$ cat config.mk
export PLATFORM = sky130hd
export DESIGN_NAME = sec_ctrl
export DESIGN_NICKNAME = d
export VERILOG_FILES = /design/src/logic/sec_pkg.sv /design/src/logic/sec_sync.sv /design/src/logic/sec_tick.sv /design/src/logic/sec_ctrl.sv
export SDC_FILE = /design/constraint.sdc
export NUM_CORES = 1
export LEC_CHECK = 0
export BUFFER_PORTS_ARGS = -buffer_cell sky130_fd_sc_hd__buf_2
export CELL_PAD_IN_SITES_DETAIL_PLACEMENT = 0
export CELL_PAD_IN_SITES_GLOBAL_PLACEMENT = 1
export CORE_MARGIN = 2
export CORE_UTILIZATION = 30
export DETAILED_ROUTE_END_ITERATION = 8
export PLACE_DENSITY = 0.61
export SETUP_SLACK_MARGIN = 0.5
export SYNTH_ARGS = -nofsm -noshare
export SYNTH_HDL_FRONTEND = slang
export SYNTH_SLANG_ARGS = --single-unit
$ cat constraint.sdc
create_clock -name clock_in -period 7.95 [get_ports clock_in]
set_input_delay 0.3975 -clock clock_in [delete_from_list [all_inputs] [get_ports clock_in]]
set_output_delay 0.3975 -clock clock_in [all_outputs]
set_load 0.05 [all_outputs]
$ cat src/logic/sec_pkg.sv
// Constants, codes and state type shared by the serial EEPROM controller files
`default_nettype none
package sec_pkg;
	// ==========================================================
	// Clock and timing
	localparam int CLOCK_MHZ = 100;
	localparam int SK_HALF_NS = 500;
	localparam int SK_HALF_CYCLES = (SK_HALF_NS * CLOCK_MHZ + 999) / 1000;
	localparam int TIMEOUT_MS = 30;
	localparam int TIMEOUT_CYCLES = TIMEOUT_MS * CLOCK_MHZ * 1000;

	// ==========================================================
	// Widths and layout
	localparam int ADDR_W = 7;
	localparam int DATA_W = 8;
	localparam int CODE_W = 3;
	localparam int FRAME_W = 18;
	localparam int STATION_W = 48;
	localparam logic [4:0] FRAME_LEN_SHORT = 5'h0a;
	localparam logic [4:0] FRAME_LEN_LONG = 5'h12;
	localparam logic [4:0] HEADER_LEN = 5'h0a;
	localparam logic [2:0] STATION_LAST = 3'h6;

	// ==========================================================
	// Signature and reset values
	localparam logic [7:0] SIGNATURE = 8'ha5;
	localparam logic [7:0] DATA_RESET = 8'h00;
	localparam logic [47:0] STATION_RESET = 48'h0;

	// ==========================================================
	// Host command codes
	localparam logic [2:0] CMD_READ = 3'h0;
	localparam logic [2:0] CMD_ENABLE = 3'h1;
	localparam logic [2:0] CMD_ERASE = 3'h2;
	localparam logic [2:0] CMD_WRITE = 3'h3;
	localparam logic [2:0] CMD_ERASE_ALL = 3'h4;
	localparam logic [2:0] CMD_WRITE_ALL = 3'h5;
	localparam logic [2:0] CMD_DISABLE = 3'h6;
	localparam logic [2:0] CMD_RELOAD = 3'h7;

	// ==========================================================
	// Serial opcodes and extended-command address prefixes
	localparam logic [1:0] OP_EXT = 2'h0;
	localparam logic [1:0] OP_WRITE = 2'h1;
	localparam logic [1:0] OP_READ = 2'h2;
	localparam logic [1:0] OP_ERASE = 2'h3;
	localparam logic [6:0] EXT_DISABLE = 7'h00;
	localparam logic [6:0] EXT_WRITE_ALL = 7'h20;
	localparam logic [6:0] EXT_ERASE_ALL = 7'h40;
	localparam logic [6:0] EXT_ENABLE = 7'h60;

	// ==========================================================
	// Sequencer states
	typedef enum logic [2:0] {SEC_IDLE, SEC_FRAME, SEC_GAP, SEC_READY, SEC_FINISH} sec_state_t;
endpackage
`default_nettype wire

$ cat src/logic/sec_sync.sv
// Two-flop synchroniser for the serial data pin input
`timescale 1ns/1ns
`default_nettype none
module sec_sync
(
	input wire logic clock_in,
	input wire logic rst_n_in,
	input wire logic async_in,
	output logic sync_out
);
	logic stage1_reg;
	logic stage2_reg;

	// ==========================================================
	// Two stages, first stage read only by the second
	always_ff @(posedge clock_in or negedge rst_n_in)
	begin
		if (!rst_n_in)
		begin
			stage1_reg <= 1'b0;
			stage2_reg <= 1'b0;
		end
		else
		begin
			stage1_reg <= async_in;
			stage2_reg <= stage1_reg;
		end
	end

	assign sync_out = stage2_reg;
endmodule // sec_sync
`default_nettype wire

$ cat src/logic/sec_tick.sv
// Divider giving one-cycle enable pulses at each serial clock half period
`timescale 1ns/1ns
`default_nettype none
module sec_tick
	import sec_pkg::*;
(
	input wire logic clock_in,
	input wire logic rst_n_in,
	input wire logic run_in,
	output logic tick_out
);
	localparam logic [7:0] LAST = 8'(SK_HALF_CYCLES - 1);
	logic [7:0] count_reg;
	logic [7:0] count_next;

	// ==========================================================
	// Count while running, restart from zero when stopped
	always_comb
	begin
		count_next = 8'h00;
		if (run_in && count_reg != LAST)
			count_next = count_reg + 8'h01;
	end

	always_ff @(posedge clock_in or negedge rst_n_in)
	begin
		if (!rst_n_in)
			count_reg <= 8'h00;
		else
			count_reg <= count_next;
	end

	assign tick_out = run_in && (count_reg == LAST);
endmodule // sec_tick
`default_nettype wire

$ cat src/logic/sec_ctrl.sv
// Serial EEPROM controller: address auto-load and host command sequencer
`timescale 1ns/1ns
`default_nettype none
// Summary of operation
// [RULE1] After reset or soft reset read byte 00h; present only if A5h.
// [RULE2] When present, read next six bytes into station address bytes 0 to 5.
// [RULE3] After all six bytes load, set the address loaded bit.
// [RULE4] Wrong signature ends loading, station address untouched; host writes it.
// [RULE5] Reload command repeats check and load; loaded bit only on success.
// [RULE6] Host starts no command until the automatic load has finished.
// [RULE7] Host loads data register before write commands, then code and address.
// [RULE8] Command starts when busy is set; busy clears when it completes.
// [RULE9] Host reads fetched byte only after busy clears.
// [RULE10] Host leaves the command register alone while busy is set.
// [RULE11] No response within 30 ms abandons the command and sets timeout.
// [RULE12] Erase clears the addressed byte when the memory is write enabled.
// [RULE13] Erase-all clears every byte when the memory is write enabled.
// [RULE14] After disable the memory ignores erase and write commands.
// [RULE15] After enable the memory accepts modification until disable or power off.
// [RULE16] Host issues enable before any erase or write.
// [RULE17] Read fetches the addressed byte into the data register.
// [RULE18] Write stores the data register into the addressed byte.
// [RULE19] Write-all stores the data register into every byte.
// [RULE20] Ten serial clocks for erase, erase-all, enable, disable; eighteen otherwise.
// [RULE21] Interface disabled: data and clock pins become general purpose outputs.
// [RULE22] Memory addressed as 128 bytes by a seven-bit address.
// [RULE23] Frame: start bit, two-bit opcode, seven-bit address, data, MSB first.
// [RULE24] After write or erase frames wait for ready on data line, with timeout.
module sec_ctrl
	import sec_pkg::*;
#(
	parameter int unsigned TIMEOUT_CYCLES_P = sec_pkg::TIMEOUT_CYCLES
)
(
	input wire logic clock_in,
	input wire logic rst_n_in,
	input wire logic soft_reset_in,
	input wire logic [sec_pkg::CODE_W-1:0] command_code_field_in,
	input wire logic [sec_pkg::ADDR_W-1:0] command_address_field_in,
	input wire logic command_busy_set_in,
	input wire logic data_write_in,
	input wire logic [sec_pkg::DATA_W-1:0] data_in,
	input wire logic station_write_in,
	input wire logic [sec_pkg::STATION_W-1:0] station_in,
	input wire logic interface_enable_in,
	input wire logic gpio_clock_in,
	input wire logic gpio_data_in,
	output logic command_busy_bit_out,
	output logic response_timeout_bit_out,
	output logic address_loaded_bit_out,
	output logic [sec_pkg::DATA_W-1:0] eeprom_data_reg_out,
	output logic [sec_pkg::STATION_W-1:0] station_address_out,
	output logic serial_prom_clock_pin_out,
	output logic serial_prom_select_out,
	output logic serial_prom_data_pin_out,
	output logic serial_prom_data_pin_oe_out,
	input wire logic serial_prom_data_pin_in
);
	import sec_pkg::*;

	// ==========================================================
	// Declarations
	sec_state_t state_reg, state_next;
	logic [FRAME_W-1:0] shift_reg, shift_next;
	logic [4:0] bit_count_reg, bit_count_next;
	logic [4:0] len_reg, len_next;
	logic phase_reg, phase_next;
	logic rx_mode_reg, rx_mode_next;
	logic wait_ready_reg, wait_ready_next;
	logic [31:0] timer_reg, timer_next;
	logic boot_reg, boot_next;
	logic load_active_reg, load_active_next;
	logic [2:0] load_index_reg, load_index_next;
	logic busy_reg, busy_next;
	logic timeout_reg, timeout_next;
	logic loaded_reg, loaded_next;
	logic [DATA_W-1:0] eeprom_data_reg, eeprom_data_next;
	logic [STATION_W-1:0] station_reg, station_next;
	logic pin_clock_reg, pin_clock_next;
	logic pin_select_reg, pin_select_next;
	logic pin_data_reg, pin_data_next;
	logic pin_oe_reg, pin_oe_next;
	logic data_sync;
	logic tick;
	logic tick_run;
	logic [DATA_W-1:0] rx_byte;

	// ==========================================================
	// Data pin synchroniser and serial clock divider
	sec_sync u_sync
	(
		.clock_in(clock_in),
		.rst_n_in(rst_n_in),
		.async_in(serial_prom_data_pin_in),
		.sync_out(data_sync)
	);

	assign tick_run = (state_reg == SEC_FRAME) || (state_reg == SEC_GAP);

	sec_tick u_tick
	(
		.clock_in(clock_in),
		.rst_n_in(rst_n_in),
		.run_in(tick_run),
		.tick_out(tick)
	);

	assign rx_byte = shift_reg[DATA_W-1:0];

	// Build one frame: start bit, opcode, address, then data or input slots
	function automatic void load_frame(input logic [2:0] code, input logic [6:0] addr);
		logic [1:0] op;
		logic [6:0] a;
		logic long_frame;
		op = OP_EXT;
		a = addr; // [RULE22]
		long_frame = 1'b0;
		case (code)
			CMD_READ: begin op = OP_READ; long_frame = 1'b1; end // [RULE17]
			CMD_WRITE: begin op = OP_WRITE; long_frame = 1'b1; end // [RULE18]
			CMD_ERASE: op = OP_ERASE; // [RULE12]
			CMD_ERASE_ALL: a = EXT_ERASE_ALL; // [RULE13]
			CMD_WRITE_ALL: begin a = EXT_WRITE_ALL; long_frame = 1'b1; end // [RULE19]
			CMD_ENABLE: a = EXT_ENABLE;
			CMD_DISABLE: a = EXT_DISABLE;
			default: op = OP_EXT;
		endcase
		shift_next = {1'b1, op, a, eeprom_data_reg}; // [RULE23]
		len_next = long_frame ? FRAME_LEN_LONG : FRAME_LEN_SHORT; // [RULE20]
		rx_mode_next = (code == CMD_READ);
		wait_ready_next = (code == CMD_WRITE) || (code == CMD_ERASE) ||
			(code == CMD_ERASE_ALL) || (code == CMD_WRITE_ALL); // [RULE24]
		bit_count_next = 5'h00;
		phase_next = 1'b0;
		state_next = SEC_FRAME;
	endfunction

	// ==========================================================
	// Sequencer next-state logic
	always_comb
	begin
		state_next = state_reg;
		shift_next = shift_reg;
		bit_count_next = bit_count_reg;
		len_next = len_reg;
		phase_next = phase_reg;
		rx_mode_next = rx_mode_reg;
		wait_ready_next = wait_ready_reg;
		timer_next = timer_reg;
		boot_next = boot_reg;
		load_active_next = load_active_reg;
		load_index_next = load_index_reg;
		busy_next = busy_reg;
		timeout_next = timeout_reg;
		loaded_next = loaded_reg;
		eeprom_data_next = eeprom_data_reg;
		station_next = station_reg;
		// Host writes; hardware results below take precedence
		if (data_write_in)
			eeprom_data_next = data_in;
		if (station_write_in && !load_active_reg)
			station_next = station_in; // [RULE4]
		case (state_reg)
			SEC_IDLE:
			begin
				if (boot_reg || soft_reset_in || (command_busy_set_in &&
					command_code_field_in == CMD_RELOAD))
				begin
					// Auto-load or reload starts with the signature read
					boot_next = 1'b0;
					busy_next = 1'b1;
					timeout_next = 1'b0;
					loaded_next = 1'b0; // [RULE5]
					load_active_next = 1'b1;
					load_index_next = 3'h0;
					load_frame(CMD_READ, 7'h00); // [RULE1]
				end
				else if (command_busy_set_in)
				begin
					busy_next = 1'b1; // [RULE8]
					timeout_next = 1'b0;
					load_frame(command_code_field_in, command_address_field_in);
				end
			end
			SEC_FRAME:
			begin
				if (tick && !phase_reg)
				begin
					// Rising serial clock: shift out next bit, capture input
					phase_next = 1'b1;
					shift_next = {shift_reg[FRAME_W-2:0], data_sync}; // [RULE23]
					bit_count_next = bit_count_reg + 5'h01;
				end
				else if (tick)
				begin
					phase_next = 1'b0;
					if (bit_count_reg == len_reg)
						state_next = SEC_GAP; // [RULE20]
				end
			end
			SEC_GAP:
			begin
				// Select low for one half period between frames
				if (tick)
				begin
					timer_next = 32'h0;
					state_next = wait_ready_reg ? SEC_READY : SEC_FINISH;
				end
			end
			SEC_READY:
			begin
				if (data_sync && timer_reg >= 32'(SK_HALF_CYCLES)) // Line settles first
					state_next = SEC_FINISH; // [RULE24]
				else if (timer_reg == TIMEOUT_CYCLES_P - 32'h1)
				begin
					timeout_next = 1'b1; // [RULE11]
					state_next = SEC_FINISH;
				end
				else
					timer_next = timer_reg + 32'h1;
			end
			SEC_FINISH:
			begin
				state_next = SEC_IDLE;
				busy_next = 1'b0; // [RULE8]
				if (load_active_reg)
				begin
					if (load_index_reg == 3'h0 && rx_byte != SIGNATURE)
						load_active_next = 1'b0; // [RULE4]
					else
					begin
						if (load_index_reg != 3'h0)
							station_next[{load_index_reg - 3'h1, 3'h0} +: 8] = rx_byte; // [RULE2]
						if (load_index_reg == STATION_LAST)
						begin
							load_active_next = 1'b0;
							loaded_next = 1'b1; // [RULE3]
						end
						else
						begin
							busy_next = 1'b1;
							load_index_next = load_index_reg + 3'h1;
							load_frame(CMD_READ, {4'h0, load_index_reg + 3'h1}); // [RULE2]
						end
					end
				end
				else if (rx_mode_reg)
					eeprom_data_next = rx_byte; // [RULE17]
			end
			default: state_next = SEC_IDLE;
		endcase
	end

	// Sequencer registers
	always_ff @(posedge clock_in or negedge rst_n_in)
	begin
		if (!rst_n_in)
		begin
			state_reg <= SEC_IDLE;
			shift_reg <= '0;
			bit_count_reg <= 5'h00;
			len_reg <= FRAME_LEN_SHORT;
			phase_reg <= 1'b0;
			rx_mode_reg <= 1'b0;
			wait_ready_reg <= 1'b0;
			timer_reg <= 32'h0;
			boot_reg <= 1'b1;
			load_active_reg <= 1'b0;
			load_index_reg <= 3'h0;
			busy_reg <= 1'b0;
			timeout_reg <= 1'b0;
			loaded_reg <= 1'b0;
			eeprom_data_reg <= DATA_RESET;
			station_reg <= STATION_RESET;
		end
		else
		begin
			state_reg <= state_next;
			shift_reg <= shift_next;
			bit_count_reg <= bit_count_next;
			len_reg <= len_next;
			phase_reg <= phase_next;
			rx_mode_reg <= rx_mode_next;
			wait_ready_reg <= wait_ready_next;
			timer_reg <= timer_next;
			boot_reg <= boot_next;
			load_active_reg <= load_active_next;
			load_index_reg <= load_index_next;
			busy_reg <= busy_next;
			timeout_reg <= timeout_next;
			loaded_reg <= loaded_next;
			eeprom_data_reg <= eeprom_data_next;
			station_reg <= station_next;
		end
	end

	// ==========================================================
	// Pin drivers, switched to general purpose use when disabled
	always_comb
	begin
		pin_clock_next = gpio_clock_in; // [RULE21]
		pin_data_next = gpio_data_in; // [RULE21]
		pin_oe_next = 1'b1;
		pin_select_next = 1'b0;
		if (interface_enable_in)
		begin
			pin_clock_next = phase_reg && (state_reg == SEC_FRAME);
			pin_select_next = (state_reg == SEC_FRAME) || (state_reg == SEC_READY);
			pin_data_next = phase_reg ? pin_data_reg : shift_reg[FRAME_W-1]; // [RULE23]
			// Data and read release move only on falling clocks, never under a rise
			pin_oe_next = (state_reg == SEC_FRAME) && !(rx_mode_reg &&
				(bit_count_reg > HEADER_LEN || (bit_count_reg == HEADER_LEN && !phase_reg)));
		end
	end

	// Pin registers
	always_ff @(posedge clock_in or negedge rst_n_in)
	begin
		if (!rst_n_in)
		begin
			pin_clock_reg <= 1'b0;
			pin_select_reg <= 1'b0;
			pin_data_reg <= 1'b0;
			pin_oe_reg <= 1'b0;
		end
		else
		begin
			pin_clock_reg <= pin_clock_next;
			pin_select_reg <= pin_select_next;
			pin_data_reg <= pin_data_next;
			pin_oe_reg <= pin_oe_next;
		end
	end

	// ==========================================================
	// Outputs
	assign command_busy_bit_out = busy_reg;
	assign response_timeout_bit_out = timeout_reg;
	assign address_loaded_bit_out = loaded_reg;
	assign eeprom_data_reg_out = eeprom_data_reg;
	assign station_address_out = station_reg;
	assign serial_prom_clock_pin_out = pin_clock_reg;
	assign serial_prom_select_out = pin_select_reg;
	assign serial_prom_data_pin_out = pin_data_reg;
	assign serial_prom_data_pin_oe_out = pin_oe_reg;
endmodule // sec_ctrl
`default_nettype wire

After elaboration in Yosys (flattened, before gate mapping) --
Index checks and enable logic that the tools add are counted. W data, S select, Z words.
Operators by class: reductions and logical operators 42, multiplexer cells 102, equal/unequal tests 35, add/subtract/negate cells 6, multipliers 0, div/mod/pow operators 0, shifts and indexed selects 2, bitwise operators 0, $lt $le $gt $ge 2
Operators with widths (count):
- $mux W48 | 5
- $mux W18 | 6
- $mux W32 | 3
- $mux W5 | 14
- $pmux W32 S2 | 1
- $pmux W18 S3 | 1
- $bwmux W48 | 1
- $shift A8 B8 Y48 const A | 1
- $shiftx A8 B8 Y48 | 1
- $mux W1 | 40
- $mux W8 | 5
- $mux W3 | 13
- $add A32 B1 Y32 const B | 1
- $eq A32 B22 Y1 const B | 1
- $ge A32 B6 Y1 const B | 1
- $pmux W7 S4 | 1
- $ne A2 B2 Y1 const B | 12
- $eq A3 B3 Y1 const B | 6
- $reduce_and A6 Y1 | 3
- $pmux W3 S5 | 1
- $pmux W5 S3 | 1
- $reduce_and A5 Y1 | 3
- $eq A3 B2 Y1 const B | 4
- $pmux W1 S2 | 6
- other kinds (28) | 58
Storage, ports and cells: logic and storage cells 212, output and inout bits 63, bits in read-only memories 0, memories kept 0, input bits 76, register bits after elaboration 144, memory bits (writable) 0, bits in latches 0

Longest topological paths before layout --
depth after elaboration 10, depth in mapped cells 12, mapped depth without buffers 9

Cells and area by module --
From an unflattened synthesis, not the netlist that was laid out.
Second synthesis, totals: cells, all modules 771, area total of the unflattened synthesis 7508.5 um^2
By module, submodules not included:
- sec_ctrl | instances 1, area each 7045.5 um^2, sequential area each 3280.6 um^2, cells an instance 731
- sec_tick | instances 1, area each 412.9 um^2, sequential area each 200.2 um^2, cells an instance 38
- sec_sync | instances 1, area each 50.0 um^2, sequential area each 50.0 um^2, cells an instance 2

Worst setup path after synthesis --
Ideal clock, no wire load.
path type reg-to-reg, start reg u_tick.count_reg[1], end reg timer_reg[16], path buffers 3, arrival 2.723 ns, clock period less this slack 2.801 ns, library setup time 0.078 ns, stages on the path, launching flop included 13, path slack 5.149 ns, data required time 7.872 ns, path through dfrtp_1 -> inv_1 -> ha_1 -> nand4b_1 -> or4_1 -> clkbuf_1 -> or3_1 -> buf_2 -> o21a_1 -> or3_4 -> buf_6 -> or3_1 -> a21oi_1
Between the ends: cells in the longest elaborated chain, start to end 4
RTL lines:
- start: declaration | line sec_tick.sv:13 | logic [7:0] count_reg;
- start signal: assignment | line sec_tick.sv:30 | count_reg <= count_next;
- $eq A8 B6 Y1 | line sec_tick.sv:33 | assign tick_out = run_in && (count_reg == LAST);
- $logic_and A1 B1 Y1 | line sec_tick.sv:33
- $ne A2 B2 Y1 (no source line)
- $reduce_and A4 Y1 (no source line)
- end signal: assignment | line sec_ctrl.sv:285 | timer_reg <= timer_next;
- end: declaration | line sec_ctrl.sv:70 | logic [31:0] timer_reg, timer_next;
Every way passes these cells. A chain may end at the register's enable or synchronous reset.

==> metrics.txt <==
Iter 0 DRT Violations=409; shortest period the worst path allows=3.55 ns; fin worst setup slack=4.40 ns; dpl ws=4.40 ns; Crit. End Element=register; maximum single-stage delay on the critical path=0.63 ns; proportion of synthesized flip-flops having asynchronous set or reset=100%; number of buffers inserted by hold repair at cts=0; commonest non-fill, non-tap cells in the layout=139 x sky130_fd_sc_hd__dfrtp_1, 137 x sky130_fd_sc_hd__buf_2, 75 x sky130_fd_sc_hd__nand2_1, 70 x sky130_fd_sc_hd__nor2_1, 65 x sky130_fd_sc_hd__a21oi_1; CTS buffer count=17; number of global-route vias before repair=5984; final setup TNS=0 ns; critical register-to-register path startpoint=u_tick.count_reg[1]$_DFF_PN0_; flip-flop and latch count after synthesis=141; number of distinct library cell variants in the gate-level netlist after synthesis=58; Remaining Overflow, GRT=0; antenna violations before repair=1; insertion delay to the later sink of the worst-skew pair=0.42 ns; HPWL after detailed placement=14000 um; global-route wire length before repair=33100 um; R2R Path End=len_reg[4]$_DFFE_PN0P_; maximum number of pins on one net before global-route repair=77; final hold violation count=0; Avg Synthesized Cell Area=9.40 um^2; most common cell after layout, fill and taps aside=sky130_fd_sc_hd__dfrtp_1; num rows=56; placeable core region=23500 um^2; final period utilization=44.7%; port buffer count=138; signed area change from the synthesized netlist to the final layout=21.7%; total power consumption of the routed design=0.00179 W; maximum clock rate=281 MHz; static leakage power=3.89 nW; number of filler instances in the final layout=2457; sequential element share of the synthesized area=48.9%; total detailed-routing wirelength=20300 um; slew margin rel.=25.7%; number of flip-flops under the largest register name=48; share of the core filled with cells=37.3%; placed inst area=8210 um^2; maximum fanout count along the critical path=16; post-synthesis instance area=7220 um^2; Die Y=159 um; worst-path cell chain=inv_1 > ha_1 > nand4b_1 > or4_1 > nor3_2 > a2bb2oi_2 > nand2_1 > a2111oi_0 > nor2_1; Yosys Warn Count=0; setup repair after global routing missed its margin=false; reg2reg setup slack=4.40 ns; cell class contributing the biggest share of worst-path delay=simple AND/OR/NAND/NOR gates; post-cts gate resize count=0; Top FF cell, synth=sky130_fd_sc_hd__dfrtp_1; synthesized net count=857; number of remaining DRC errors=0; Worst Setup Path Type=register to register; Avg WL per Cell=16.7 um; drt pass-1 iters=4; critical path required time=8.24 ns; fraction of final layout cells sized beyond drive strength 1=21.4%; Clock Sinks=141; total setup buffers inserted after CTS=0; H-tree levels=4; Clock Skew=0.00793 ns; drt via density=4.97; Antenna Nets Post-Route=0; MaxCap Viol Count=0; Root Buffer Master=sky130_fd_sc_hd__clkbuf_16; overall via count from detail_route=6049; gp weighted congestion=0.744; Die Wd=159 um; CP Data Arrival Time=3.84 ns; maximum resistive drop on vdd=0.0000901 V; critical path's slowest cell=sky130_fd_sc_hd__a2bb2oi_2; global router's overall resource usage=16.4%; Buf/Inv on CP=1; initial cell density of the core=30.7%; clock tree from TritonCTS=built; final instance area=8790 um^2; net total in the final layout=973; transition time of the tightest slew-check pin=1.11 ns; buffer levels on the longest clock path=2; ratio of total power to cell area=204 nW/um^2; number of slew-limit violations in the final report=0; clock edge transition at the registers on the reported setup and hold paths=0.06 ns; IO Count=139; Startpoint Class=register; Hold Crit Class=input pin to async pin; worst-case reg-to-reg path depth=9; status=finished clean; floorplan die area=25300 um^2; setup-violating endpoint count in the final report=0; number of instances in the synthesized netlist=768; count of flip-flops with a built-in enable after synthesis=0
-- final cells by class --
| cell class | count | area [um^2] | area share (%) |
|---|---|---|---|
| Clock buffer | 19 | 433 | 4.93 |
| Clock inverter | 13 | 143 | 1.62 |
| Timing Repair Buffer | 145 | 749 | 8.53 |
| Inverter | 13 | 48.8 | 0.555 |
| Multi-Input combinational cell | 566 | 3480 | 39.6 |
| Tap cell | 319 | 399 | 4.54 |
| Antenna cell | 1 | 2.50 | 0.0285 |
| Sequential cell | 141 | 3530 | 40.2 |
-- per-stage QoR --
| step | std cells | hold slack [ns] |
|---|---|---|
| 2_1_floorplan | 768 | 0.102 |
| 3_3_place_gp | 1184 | 0.337 |
| 3_5_place_dp | 1184 | 0.346 |
| 4_1_cts | 1216 | 0.0335 |
| 5_1_grt | 1217 | 0.0615 |
| 6_report | 1217 | 0.0104 |
-- cells by family (layout without fill, tap and decap cells) --
logic type	after synthesis	in the layout	share of synthesized area, %
AND/OR/NAND/NOR	303	303	20.8
AO/OA/AOI/OAI	163	163	13.1
flip-flops	141	141	48.9
multiplexers	61	61	8.47
buffers and inverters	61	190	3.29
XOR/XNOR	26	26	3.15
adder cells (fa/ha/maj)	13	13	2.25
other	0	1	0
-- synthesized netlist by cell type, types with 12 or more instances --
library cell               instances  area [um^2]
sky130_fd_sc_hd__nand4_1          12         75.1
sky130_fd_sc_hd__mux2i_1          60          601
sky130_fd_sc_hd__ha_1             13          163
sky130_fd_sc_hd__inv_1            13         48.8
sky130_fd_sc_hd__or3_1            17          106
sky130_fd_sc_hd__a21oi_1          65          325
sky130_fd_sc_hd__clkbuf_1         43          161
sky130_fd_sc_hd__nor2_1           70          263
sky130_fd_sc_hd__o21ai_0          60          300
sky130_fd_sc_hd__dfrtp_1         139         3480
sky130_fd_sc_hd__xnor2_1          17          149
sky130_fd_sc_hd__nand3_1          32          160
sky130_fd_sc_hd__nand2_1          75          282
sky130_fd_sc_hd__nor3_1           38          190
-- worst max-delay path by stage --
stage	startpoint	endpoint	slack (ns)	depth (start not counted)
detailed placement	u_tick.count_reg[1]$_DFF_PN0_	len_reg[4]$_DFFE_PN0P_	4.40	9
global placement	u_tick.count_reg[1]$_DFF_PN0_	len_reg[4]$_DFFE_PN0P_	4.41	9
floorplan	u_tick.count_reg[1]$_DFF_PN0_	timer_reg[16]$_DFFE_PN0P_	5.15	12
finish	u_tick.count_reg[1]$_DFF_PN0_	len_reg[4]$_DFFE_PN0P_	4.40	9
global route	state_reg[2]$_DFFE_PN0P_	station_address_out[19]$_DFF_PN0_	4.16	7
CTS	u_tick.count_reg[1]$_DFF_PN0_	len_reg[4]$_DFFE_PN0P_	4.37	9
-- worst reg2reg max path: cells and delay by family, from the launching register on --
family / cells / cell delay (ns)
simple gates: 5 / 1.59
compound gates: 2 / 1.22
flops: 1 / 0.40
fa+ha+maj: 1 / 0.13
buf+inv: 1 / 0.07
-- where the power goes --
group / internal (W) / total (W) / switching, W
logic: 0.0000603 / 0.000227 / 0.000167
clock network: 0.000464 / 0.000799 / 0.000335
registers: 0.000748 / 0.000766 / 0.0000186
total: 0.00127 / 0.00179 / 0.000521
-- per-layer routing --
metal / track usage (%) / part of all wire (%) / vias to the layer above
met4: 5.21 / 1.5 / 0
met1: 23.2 / 50 / 2953
met3: 3.15 / 3.2 / 17
met5: 0 / 0 / -
met2: 25.1 / 46 / 105
li1: - / - / 2974
Power figures use the tool's default switching activity.
